File: src/core/cfec_pkg.sv
// Shared constants for the fault-confinement status block
package cfec_pkg;
    localparam int unsigned ADDR_W = 12;
    localparam int unsigned DATA_W = 32;
    localparam int unsigned CNT_W = 8;
    localparam int unsigned TEC_W = 9;
    // Register byte offsets
    localparam logic [11:0] OFF_TXQ_PTR = 12'h000;
    localparam logic [11:0] OFF_FAULT = 12'h004;
    localparam logic [11:0] OFF_DIAG = 12'h008;
    localparam logic [11:0] OFF_CTRL = 12'h00C;
    localparam logic [11:0] OFF_FLAGS = 12'h010;
    // Fault register fields
    localparam int unsigned BIT_BUS_OFF = 21;
    localparam int unsigned BIT_TX_PASSIVE = 20;
    localparam int unsigned BIT_RX_PASSIVE = 19;
    localparam int unsigned BIT_TX_WARN = 18;
    localparam int unsigned BIT_RX_WARN = 17;
    localparam int unsigned BIT_ANY_WARN = 16;
    localparam int unsigned TEC_LSB = 8;
    localparam int unsigned REC_LSB = 0;
    // Diagnostics register fields
    localparam int unsigned DAT_TX_LSB = 24;
    localparam int unsigned DAT_RX_LSB = 16;
    localparam int unsigned NOM_TX_LSB = 8;
    localparam int unsigned NOM_RX_LSB = 0;
    // Control and flag register fields
    localparam int unsigned BIT_CFG_MODE = 0;
    localparam int unsigned BIT_PTR_INCR = 1;
    localparam int unsigned BIT_ERR_IRQ = 0;
    localparam int unsigned BIT_B0_RECOV = 1;
    // Thresholds
    localparam logic [8:0] TEC_BUS_OFF_LIM = 9'h0FF;
    localparam logic [8:0] PASSIVE_LIM = 9'h07F;
    localparam logic [8:0] WARN_LO = 9'h05F;
    localparam logic [8:0] WARN_HI = 9'h080;
    localparam logic [7:0] CNT_MAX = 8'hFF;
    localparam logic [3:0] RECESS_RUN = 4'hB;
    localparam logic CFG_MODE_RST = 1'b1;
    // Diagnostics counter slots
    localparam int unsigned SLOT_NOM_RX = 0;
    localparam int unsigned SLOT_NOM_TX = 1;
    localparam int unsigned SLOT_DAT_RX = 2;
    localparam int unsigned SLOT_DAT_TX = 3;
    localparam int unsigned N_SLOTS = 4;
    typedef enum logic [1:0] {
        CFEC_ACTIVE = 2'b01,
        CFEC_BUS_OFF = 2'b10
    } cfec_conf_e;
endpackage

File: src/core/cfec_cnt_if.sv
// Carrier between the top and one diagnostics counter
`timescale 1ns/1ns
interface cfec_cnt_if #(parameter int unsigned W = 8);
    logic inc;
    logic clr;
    logic [W-1:0] val;
    modport owner (input inc, input clr, output val);
    modport user (output inc, output clr, input val);
endinterface

File: src/core/cfec_sat_cnt.sv
// Saturating count-up diagnostics counter with clear
`timescale 1ns/1ns
module cfec_sat_cnt #(
    parameter int unsigned W = 8
) (
    input wire logic clk_i,
    input wire logic rstn_i,
    cfec_cnt_if.owner cnt
);
    typedef struct packed {
        logic [W-1:0] val;
    } cfec_cnt_s;
    localparam logic [W-1:0] MAXV = {W{1'b1}};
    localparam logic [W-1:0] ONE = W'(1);
    cfec_cnt_s s_q;
    cfec_cnt_s s_d;

    always_comb begin
        s_d = s_q;
        if (cnt.clr) begin
            s_d.val = cnt.inc ? ONE : '0;
        end else if (cnt.inc && s_q.val != MAXV) begin
            s_d.val = s_q.val + ONE;
        end
    end

    always_ff @(posedge clk_i or negedge rstn_i) begin
        if (!rstn_i) begin
            s_q <= '0;
        end else begin
            s_q <= s_d;
        end
    end

    assign cnt.val = s_q.val;
endmodule

File: src/core/cfec_top.sv
// Fault-confinement status, diagnostics and queue pointer over APB
// Contract
// - Queue pointer read returns next write address
// - Pointer is message RAM byte address
// - Increment request advances queue head element; ignored in config mode
// - Bus-off bit reads set in config mode
// - Transmit count above 255 enters bus-off; not entered in config mode
// - Bus-off entry sets error flag, starts recovery
// - Transmit passive bit when count above 127
// - Receive passive bit when count above 127
// - Transmit warning when count 96 to 127
// - Receive warning when count 96 to 127
// - Any-warning bit ORs both warnings
// - Transmit count in bits 15 to 8
// - Receive count in bits 7 to 0
// - Four 8-bit phase counters in diagnostics word
// - Diagnostics counter adds one per error
// - Diagnostics counters never count down
// - Diagnostics read returns then clears counters
// - Flag each 11 recessive bits during recovery
`timescale 1ns/1ns
module cfec_top #(
    parameter logic [31:0] TXQ_BASE = 32'h0000_0000,
    parameter logic [31:0] ELEM_BYTES = 32'h0000_0010,
    parameter int unsigned TXQ_DEPTH = 8,
    parameter logic [7:0] RECOVERY_SEQS = 8'h80
) (
    input wire logic clk_i,
    input wire logic rstn_i,
    input wire logic psel_i,
    input wire logic penable_i,
    input wire logic pwrite_i,
    input wire logic [cfec_pkg::ADDR_W-1:0] paddr_i,
    input wire logic [cfec_pkg::DATA_W-1:0] pwdata_i,
    output logic [cfec_pkg::DATA_W-1:0] prdata_o,
    output logic pready_o,
    output logic pslverr_o,
    input wire logic [cfec_pkg::TEC_W-1:0] tx_error_count_i,
    input wire logic [cfec_pkg::CNT_W-1:0] rx_error_count_i,
    input wire logic bit_tick_i,
    input wire logic bus_recessive_i,
    input wire logic nom_tx_err_i,
    input wire logic nom_rx_err_i,
    input wire logic dat_tx_err_i,
    input wire logic dat_rx_err_i,
    output logic config_mode_o,
    output logic bus_off_o,
    output logic bus_error_irq_flag_o,
    output logic recovery_done_o,
    output logic pointer_increment_o
);
    localparam int unsigned QW = (TXQ_DEPTH > 1) ? $clog2(TXQ_DEPTH) : 1;
    localparam logic [QW-1:0] QLAST = QW'(TXQ_DEPTH - 1);
    localparam logic [QW-1:0] QONE = QW'(1);

    typedef struct packed {
        cfec_pkg::cfec_conf_e st;
        logic cfg;
        logic [QW-1:0] qidx;
        logic irq;
        logic b0;
        logic [3:0] run;
        logic [7:0] seqs;
        logic done;
        logic incr;
        logic rdy;
        logic err;
        logic [31:0] rdata;
    } cfec_top_s;

    cfec_top_s s_q;
    cfec_top_s s_d;
    cfec_cnt_if #(.W(cfec_pkg::CNT_W)) cnt_if [cfec_pkg::N_SLOTS] ();

    logic acc;
    logic rd;
    logic wr;
    logic hit;
    logic enter_bo;
    logic seq_done;
    logic tx_pas;
    logic rx_pas;
    logic tx_warn;
    logic rx_warn;
    logic [7:0] tec8;
    logic [8:0] rec9;
    logic [31:0] fault_w;
    logic [31:0] diag_w;
    logic [31:0] qaddr;
    logic [3:0] err_in;

    assign err_in[cfec_pkg::SLOT_NOM_RX] = nom_rx_err_i;
    assign err_in[cfec_pkg::SLOT_NOM_TX] = nom_tx_err_i;
    assign err_in[cfec_pkg::SLOT_DAT_RX] = dat_rx_err_i;
    assign err_in[cfec_pkg::SLOT_DAT_TX] = dat_tx_err_i;

    // Access cycle in which the answer is prepared
    assign acc = psel_i && penable_i && !s_q.rdy;
    assign rd = acc && !pwrite_i;
    assign wr = acc && pwrite_i;

    genvar g;
    generate
        for (g = 0; g < cfec_pkg::N_SLOTS; g++) begin : g_diag
            assign cnt_if[g].inc = err_in[g];
            assign cnt_if[g].clr = rd && paddr_i == cfec_pkg::OFF_DIAG;
            cfec_sat_cnt #(.W(cfec_pkg::CNT_W)) u_cnt (
                .clk_i(clk_i),
                .rstn_i(rstn_i),
                .cnt(cnt_if[g])
            );
        end
    endgenerate

    // Status decode from confinement counts
    assign rec9 = {1'b0, rx_error_count_i};
    assign tx_pas = tx_error_count_i > cfec_pkg::PASSIVE_LIM;
    assign rx_pas = rec9 > cfec_pkg::PASSIVE_LIM;
    assign tx_warn = tx_error_count_i > cfec_pkg::WARN_LO &&
        tx_error_count_i < cfec_pkg::WARN_HI;
    assign rx_warn = rec9 > cfec_pkg::WARN_LO &&
        rec9 < cfec_pkg::WARN_HI;
    assign tec8 = tx_error_count_i[8] ? cfec_pkg::CNT_MAX
        : tx_error_count_i[7:0];
    assign enter_bo = s_q.st == cfec_pkg::CFEC_ACTIVE && !s_q.cfg &&
        tx_error_count_i > cfec_pkg::TEC_BUS_OFF_LIM;
    assign seq_done = s_q.run == cfec_pkg::RECESS_RUN - 4'h1;

    always_comb begin
        fault_w = '0;
        fault_w[cfec_pkg::BIT_BUS_OFF] = s_q.cfg ||
            s_q.st == cfec_pkg::CFEC_BUS_OFF ||
            tx_error_count_i > cfec_pkg::TEC_BUS_OFF_LIM;
        fault_w[cfec_pkg::BIT_TX_PASSIVE] = tx_pas;
        fault_w[cfec_pkg::BIT_RX_PASSIVE] = rx_pas;
        fault_w[cfec_pkg::BIT_TX_WARN] = tx_warn;
        fault_w[cfec_pkg::BIT_RX_WARN] = rx_warn;
        fault_w[cfec_pkg::BIT_ANY_WARN] = tx_warn || rx_warn;
        fault_w[cfec_pkg::TEC_LSB +: 8] = tec8;
        fault_w[cfec_pkg::REC_LSB +: 8] = rx_error_count_i;
    end

    always_comb begin
        diag_w = '0;
        diag_w[cfec_pkg::DAT_TX_LSB +: 8] =
            cnt_if[cfec_pkg::SLOT_DAT_TX].val;
        diag_w[cfec_pkg::DAT_RX_LSB +: 8] =
            cnt_if[cfec_pkg::SLOT_DAT_RX].val;
        diag_w[cfec_pkg::NOM_TX_LSB +: 8] =
            cnt_if[cfec_pkg::SLOT_NOM_TX].val;
        diag_w[cfec_pkg::NOM_RX_LSB +: 8] =
            cnt_if[cfec_pkg::SLOT_NOM_RX].val;
    end

    // Byte address of the queue head in message RAM
    assign qaddr = TXQ_BASE + 32'(32'(s_q.qidx) * ELEM_BYTES);

    always_comb begin
        s_d = s_q;
        s_d.rdy = acc;
        s_d.done = 1'b0;
        s_d.incr = 1'b0;
        hit = 1'b1;
        // Register read and write decode
        if (acc) begin
            s_d.err = 1'b0;
            s_d.rdata = '0;
            unique case (paddr_i)
                cfec_pkg::OFF_TXQ_PTR: begin
                    s_d.rdata = qaddr;
                end
                cfec_pkg::OFF_FAULT: begin
                    s_d.rdata = fault_w;
                end
                cfec_pkg::OFF_DIAG: begin
                    s_d.rdata = diag_w;
                end
                cfec_pkg::OFF_CTRL: begin
                    s_d.rdata[cfec_pkg::BIT_CFG_MODE] = s_q.cfg;
                    if (wr) begin
                        s_d.cfg = pwdata_i[cfec_pkg::BIT_CFG_MODE];
                        s_d.incr = pwdata_i[cfec_pkg::BIT_PTR_INCR] &&
                            !s_q.cfg;
                    end
                end
                cfec_pkg::OFF_FLAGS: begin
                    s_d.rdata[cfec_pkg::BIT_ERR_IRQ] = s_q.irq;
                    s_d.rdata[cfec_pkg::BIT_B0_RECOV] = s_q.b0;
                    if (wr && pwdata_i[cfec_pkg::BIT_ERR_IRQ]) begin
                        s_d.irq = 1'b0;
                    end
                    if (wr && pwdata_i[cfec_pkg::BIT_B0_RECOV]) begin
                        s_d.b0 = 1'b0;
                    end
                end
                default: begin
                    hit = 1'b0;
                end
            endcase
            s_d.err = !hit;
        end
        // Queue head advance
        if (s_d.incr) begin
            s_d.qidx = (s_q.qidx == QLAST) ? '0 : s_q.qidx + QONE;
        end
        if (s_q.cfg) begin
            s_d.qidx = '0;
        end
        // Confinement state and recovery
        unique case (s_q.st)
            cfec_pkg::CFEC_ACTIVE: begin
                s_d.run = '0;
                s_d.seqs = '0;
                if (enter_bo) begin
                    s_d.st = cfec_pkg::CFEC_BUS_OFF;
                    s_d.irq = 1'b1;
                end
            end
            cfec_pkg::CFEC_BUS_OFF: begin
                if (s_q.cfg) begin
                    s_d.st = cfec_pkg::CFEC_ACTIVE;
                end else if (bit_tick_i) begin
                    if (!bus_recessive_i) begin
                        s_d.run = '0;
                    end else if (seq_done) begin
                        s_d.run = '0;
                        s_d.b0 = 1'b1;
                        s_d.seqs = s_q.seqs + 8'h01;
                        if (s_q.seqs == RECOVERY_SEQS - 8'h01) begin
                            s_d.st = cfec_pkg::CFEC_ACTIVE;
                            s_d.done = 1'b1;
                        end
                    end else begin
                        s_d.run = s_q.run + 4'h1;
                    end
                end
            end
        endcase
    end

    always_ff @(posedge clk_i or negedge rstn_i) begin
        if (!rstn_i) begin
            s_q <= '{st: cfec_pkg::CFEC_ACTIVE,
                     cfg: cfec_pkg::CFG_MODE_RST,
                     default: '0};
        end else begin
            s_q <= s_d;
        end
    end

    assign prdata_o = s_q.rdata;
    assign pready_o = s_q.rdy;
    assign pslverr_o = s_q.err;
    assign config_mode_o = s_q.cfg;
    assign bus_off_o = s_q.st == cfec_pkg::CFEC_BUS_OFF;
    assign bus_error_irq_flag_o = s_q.irq;
    assign recovery_done_o = s_q.done;
    assign pointer_increment_o = s_q.incr;

    logic rd_fault;
    assign rd_fault = rd && paddr_i == cfec_pkg::OFF_FAULT;
endmodule

File: config.mk
export PLATFORM = sky130hd
export DESIGN_NAME = cfec_top
export DESIGN_NICKNAME = d
export VERILOG_FILES = /design/src/core/cfec_pkg.sv /design/src/core/cfec_cnt_if.sv /design/src/core/cfec_sat_cnt.sv /design/src/core/cfec_top.sv
export SDC_FILE = /design/constraint.sdc
export NUM_CORES = 1
export LEC_CHECK = 0
export ABC_AREA = 1
export BUFFER_PORTS_ARGS = -buffer_cell sky130_fd_sc_hd__buf_2
export CAP_MARGIN = 20
export CORE_MARGIN = 2
export CORE_UTILIZATION = 34
export DETAILED_ROUTE_END_ITERATION = 8
export GPL_TIMING_DRIVEN = 0
export PLACE_DENSITY = 0.54
export SLEW_MARGIN = 20
export SYNTH_ARGS = -nofsm -noshare
export SYNTH_HDL_FRONTEND = slang
export SYNTH_HIERARCHICAL = 1
export SYNTH_SLANG_ARGS = --single-unit
File: constraint.sdc
create_clock -name clk_i -period 3.4 [get_ports clk_i]
set_input_delay 0.68 -clock clk_i [delete_from_list [all_inputs] [get_ports clk_i]]
set_output_delay 0.68 -clock clk_i [all_outputs]
set_load 0.01 [all_outputs]
==> flow_summary_export.csv <==
group,metric,value,unit
logic_synthesis,ys_ff_latch,88,
logic_synthesis,synth_cell_types,34,
sta,tightest_slew,0.770,ns
grt,antenna_found_initial,0,
final_layout,area_delta_synth_final,18.6,%
run_status,status,"complete, no violations",
min_path,hold_path_class,"primary input to async pin",
clock_tree,clk_path_buf_depth,2,
final_layout,final_nets,876,
sta,rsz0062_at_grt,"false",
floorplan,dieArea,16500,sq um
logic_synthesis,syn_area_per_cell,7.49,sq um
placed_design,portBuffers,80,
floorplan,start_util,0.347,
routing,drtIter0Drc,246,
placed_design,pre_cts_ws,0.412,ns
routing,routed_wl,12900,um
setup_path,critical_path.max_fanout,10,
clock_tree,cts_resized,0,
setup_path,critPathKind,"primary input to register",
logic_synthesis,syn-cell-area,5260,sq um
clock_tree,cts_setup_buffers,0,
power,p_leak,3.49,nW
sta,fin_ws,0.808,ns
sta,slew_headroom,0.484,
sta,fin_hold_ws,0.179,ns
routing,avgRoutedWirePerCell,13.0,um
floorplan,die_x,128,um
clock_tree,ctsHtreeMaxLevel,3,
final_layout,layout_common_cells,"220 x nand2_1, 86 x dfrtp_1, 85 x nand3_1",
sta,setup_viol,0,
clock_tree,root_buffer,"clkbuf_16",
setup_path,cp_slowest_cell,"nor3_2",
sta,drv_slew,0,
final_layout,final_common_cell,"nand2_1",
floorplan,core_area,15100,sq um
floorplan,die_h,128,um
placed_design,routabilityCongestion,0.851,
routing,antenna_left,0,
logic_synthesis,synthCells,702,
sta,finalHoldViolCount,0,
routing,viasPerCell,4.64,
routing,firstDrtPassIters,4,
clock_tree,clock_sinks,88,
clock_tree,cts_tree,"yes",
setup_path,cp.required,3.64,ns
sta,setup_tns,0,ns
setup_path,crit_chain,"buf_2 > nor2_1 > nand2_2 > inv_1 > nand3_1 > nor3_2 > clkinv_1 > nand4_1 > o21ai_2",
setup_path,crit_arrival,2.83,ns
setup_path,worst_setup_path_start_kind,"primary input",
power,peakVddDrop,246,uV
grt,grt_pass1_vias,4357,
power,finalPower,2.98,mW
logic_synthesis,yosysSeqAreaShare,0.420,
clock_tree,cts_made_buffers,9,
floorplan,ios,111,
power,power.density,478,nW/um^2
placed_design,dp.cells,972,
setup_path,crit-reg2reg-launch,"pready_o",
grt,grt_max_degree,66,
flow_run,max-cap-violations,0,
setup_path,critPathTopFamily,"simple AND/OR/NAND/NOR gates",
clock_tree,cts_hold_buffers,0,
routing,drc_errors,0,
final_layout,drive_above_1_share,0.239,
sta,skew,0.00632,ns
clock_tree,clk_pin_slew,0.06,ns
setup_path,reg2reg_depth,6,
setup_path,critPathBufInv,3,
logic_synthesis,ys.warnings.count,6,
grt,track_usage,0.165,
sta,fin_crit,2.59,ns
setup_path,endpoint_kind,"register",
sta,fmax,0.386,GHz
logic_synthesis,synth_nets,783,
clock_tree,insertion_delay,0.35,ns
setup_path,r2r-end,"g_diag[2].u_cnt/cnt.val[4]",
setup_path,critPathMaxStageDelay,0.60,ns
routing,vias,4580,
sta,period_share,0.762,
grt,overflow,0,
placed_design,hpwl,9630,um
final_layout,fillers,1583,
final_layout,instances_no_fill,988,
final_layout,num_antenna_cells,0,
grt,grt_pass1_wl,21300,um
setup_path,r2r_slack,1.02,ns
floorplan,rows,45,
how the worst max path moves through the flow:
stage	cells after the start	slack [ns]	startpoint	end
final	9	0.81	paddr_i[9]	g_diag[2].u_cnt/cnt.val[4]
after CTS	9	0.75	paddr_i[9]	g_diag[2].u_cnt/cnt.val[4]
after global placement	9	-1.41	paddr_i[9]	g_diag[3].u_cnt/cnt.val[4]
after floorplan	8	0.17	paddr_i[11]	g_diag[0].u_cnt/cnt.val[4]
after global routing	9	0.59	paddr_i[9]	g_diag[3].u_cnt/cnt.val[4]
after detailed placement	9	0.41	paddr_i[9]	g_diag[3].u_cnt/cnt.val[4]
synth_stat cells:
master | instances | area share
a21boi_0 | 5 | 0.0071
a21o_1 | 1 | 0.0014
a21oi_1 | 14 | 0.013
buf_1 | 2 | 0.0014
buf_2 | 2 | 0.0019
buf_4 | 33 | 0.047
buf_6 | 1 | 0.0021
clkbuf_1 | 5 | 0.0036
clkinv_1 | 4 | 0.0029
dfrtp_1 | 86 | 0.41
dfstp_2 | 2 | 0.010
ha_1 | 9 | 0.021
inv_1 | 61 | 0.044
inv_2 | 3 | 0.0021
nand2_1 | 220 | 0.16
nand2_2 | 13 | 0.015
nand2_4 | 4 | 0.0086
nand2_8 | 4 | 0.015
nand3_1 | 85 | 0.081
nand4_1 | 9 | 0.011
nand4_2 | 1 | 0.0024
nor2_1 | 61 | 0.044
nor2_2 | 14 | 0.017
nor2_4 | 6 | 0.013
nor3_1 | 8 | 0.0076
nor3_2 | 2 | 0.0038
nor3_4 | 1 | 0.0031
o21ai_0 | 25 | 0.024
o21ai_1 | 5 | 0.0048
o21ai_2 | 8 | 0.013
o22ai_1 | 1 | 0.0012
or2_0 | 1 | 0.0012
xnor2_1 | 1 | 0.0017
xor2_1 | 5 | 0.0083
report_power, final:
part | internal [mW] | total (mW) | switching (mW)
registers | 1.19 | 1.35 | 0.156
clock network | 0.587 | 1.01 | 0.419
logic | 0.229 | 0.624 | 0.395
metal layers:
layer	vias up	share of wire	GRT usage
met5	-	0	0
met4	0	0.020	0.0711
met3	15	0.027	0.0221
met2	64	0.47	0.273
met1	2092	0.48	0.217
li1	2409	-	-
layout make-up:
| cell class | instances | area (sq um) | area share |
|---|---|---|---|
| multi-input combinational | 503 | 2500 | 0.402 |
| sequential | 88 | 2200 | 0.354 |
| timing repair buffer | 82 | 445 | 0.0715 |
| buffer | 43 | 295 | 0.0474 |
| inverter | 68 | 255 | 0.0410 |
| clock buffer | 12 | 246 | 0.0396 |
| tap | 188 | 235 | 0.0377 |
| clock inverter | 4 | 45.0 | 0.00723 |
flip-flops by register name, indices dropped and copies added, names as in the netlist:
register              count
bus_error_irq_flag_o      1
config_mode_o             1
g_diag.u_cnt/cnt.val     32
pointer_increment_o       1
prdata_o                 32
pready_o                  1
pslverr_o                 1
recovery_done_o           1
s_q                      18
worst register-to-register path, cell delays in order (launching register included):
cell and delay, ns:
dfrtp_1 0.41, nor2_4 0.22, inv_2 0.15, nor3_2 0.65
clkinv_1 0.52, nand4_1 0.24, o21ai_2 0.07
metrics by stage:
| step | area, sq um | utilization |
|---|---|---|
| floorplan | 5260 | - |
| global placement | 5890 | 0.389 |
| detailed placement | 5940 | 0.392 |
| CTS | 6230 | 0.411 |
| global route | 6230 | 0.411 |
| finish | 6230 | 0.411 |
kinds of logic (layout without fill, tap and decap cells):
group / after synthesis / after routing / synth area share
and+or+nand+nor: 429 / 429 / 0.379
buffers and inverters: 111 / 209 / 0.105
DFF: 88 / 88 / 0.420
AOI/OAI and AO/OA: 59 / 59 / 0.0650
adders and majority gates: 9 / 9 / 0.0214
xor gates and xnor gates: 6 / 6 / 0.0100
No activity file was read; power rests on OpenSTA's default activity.
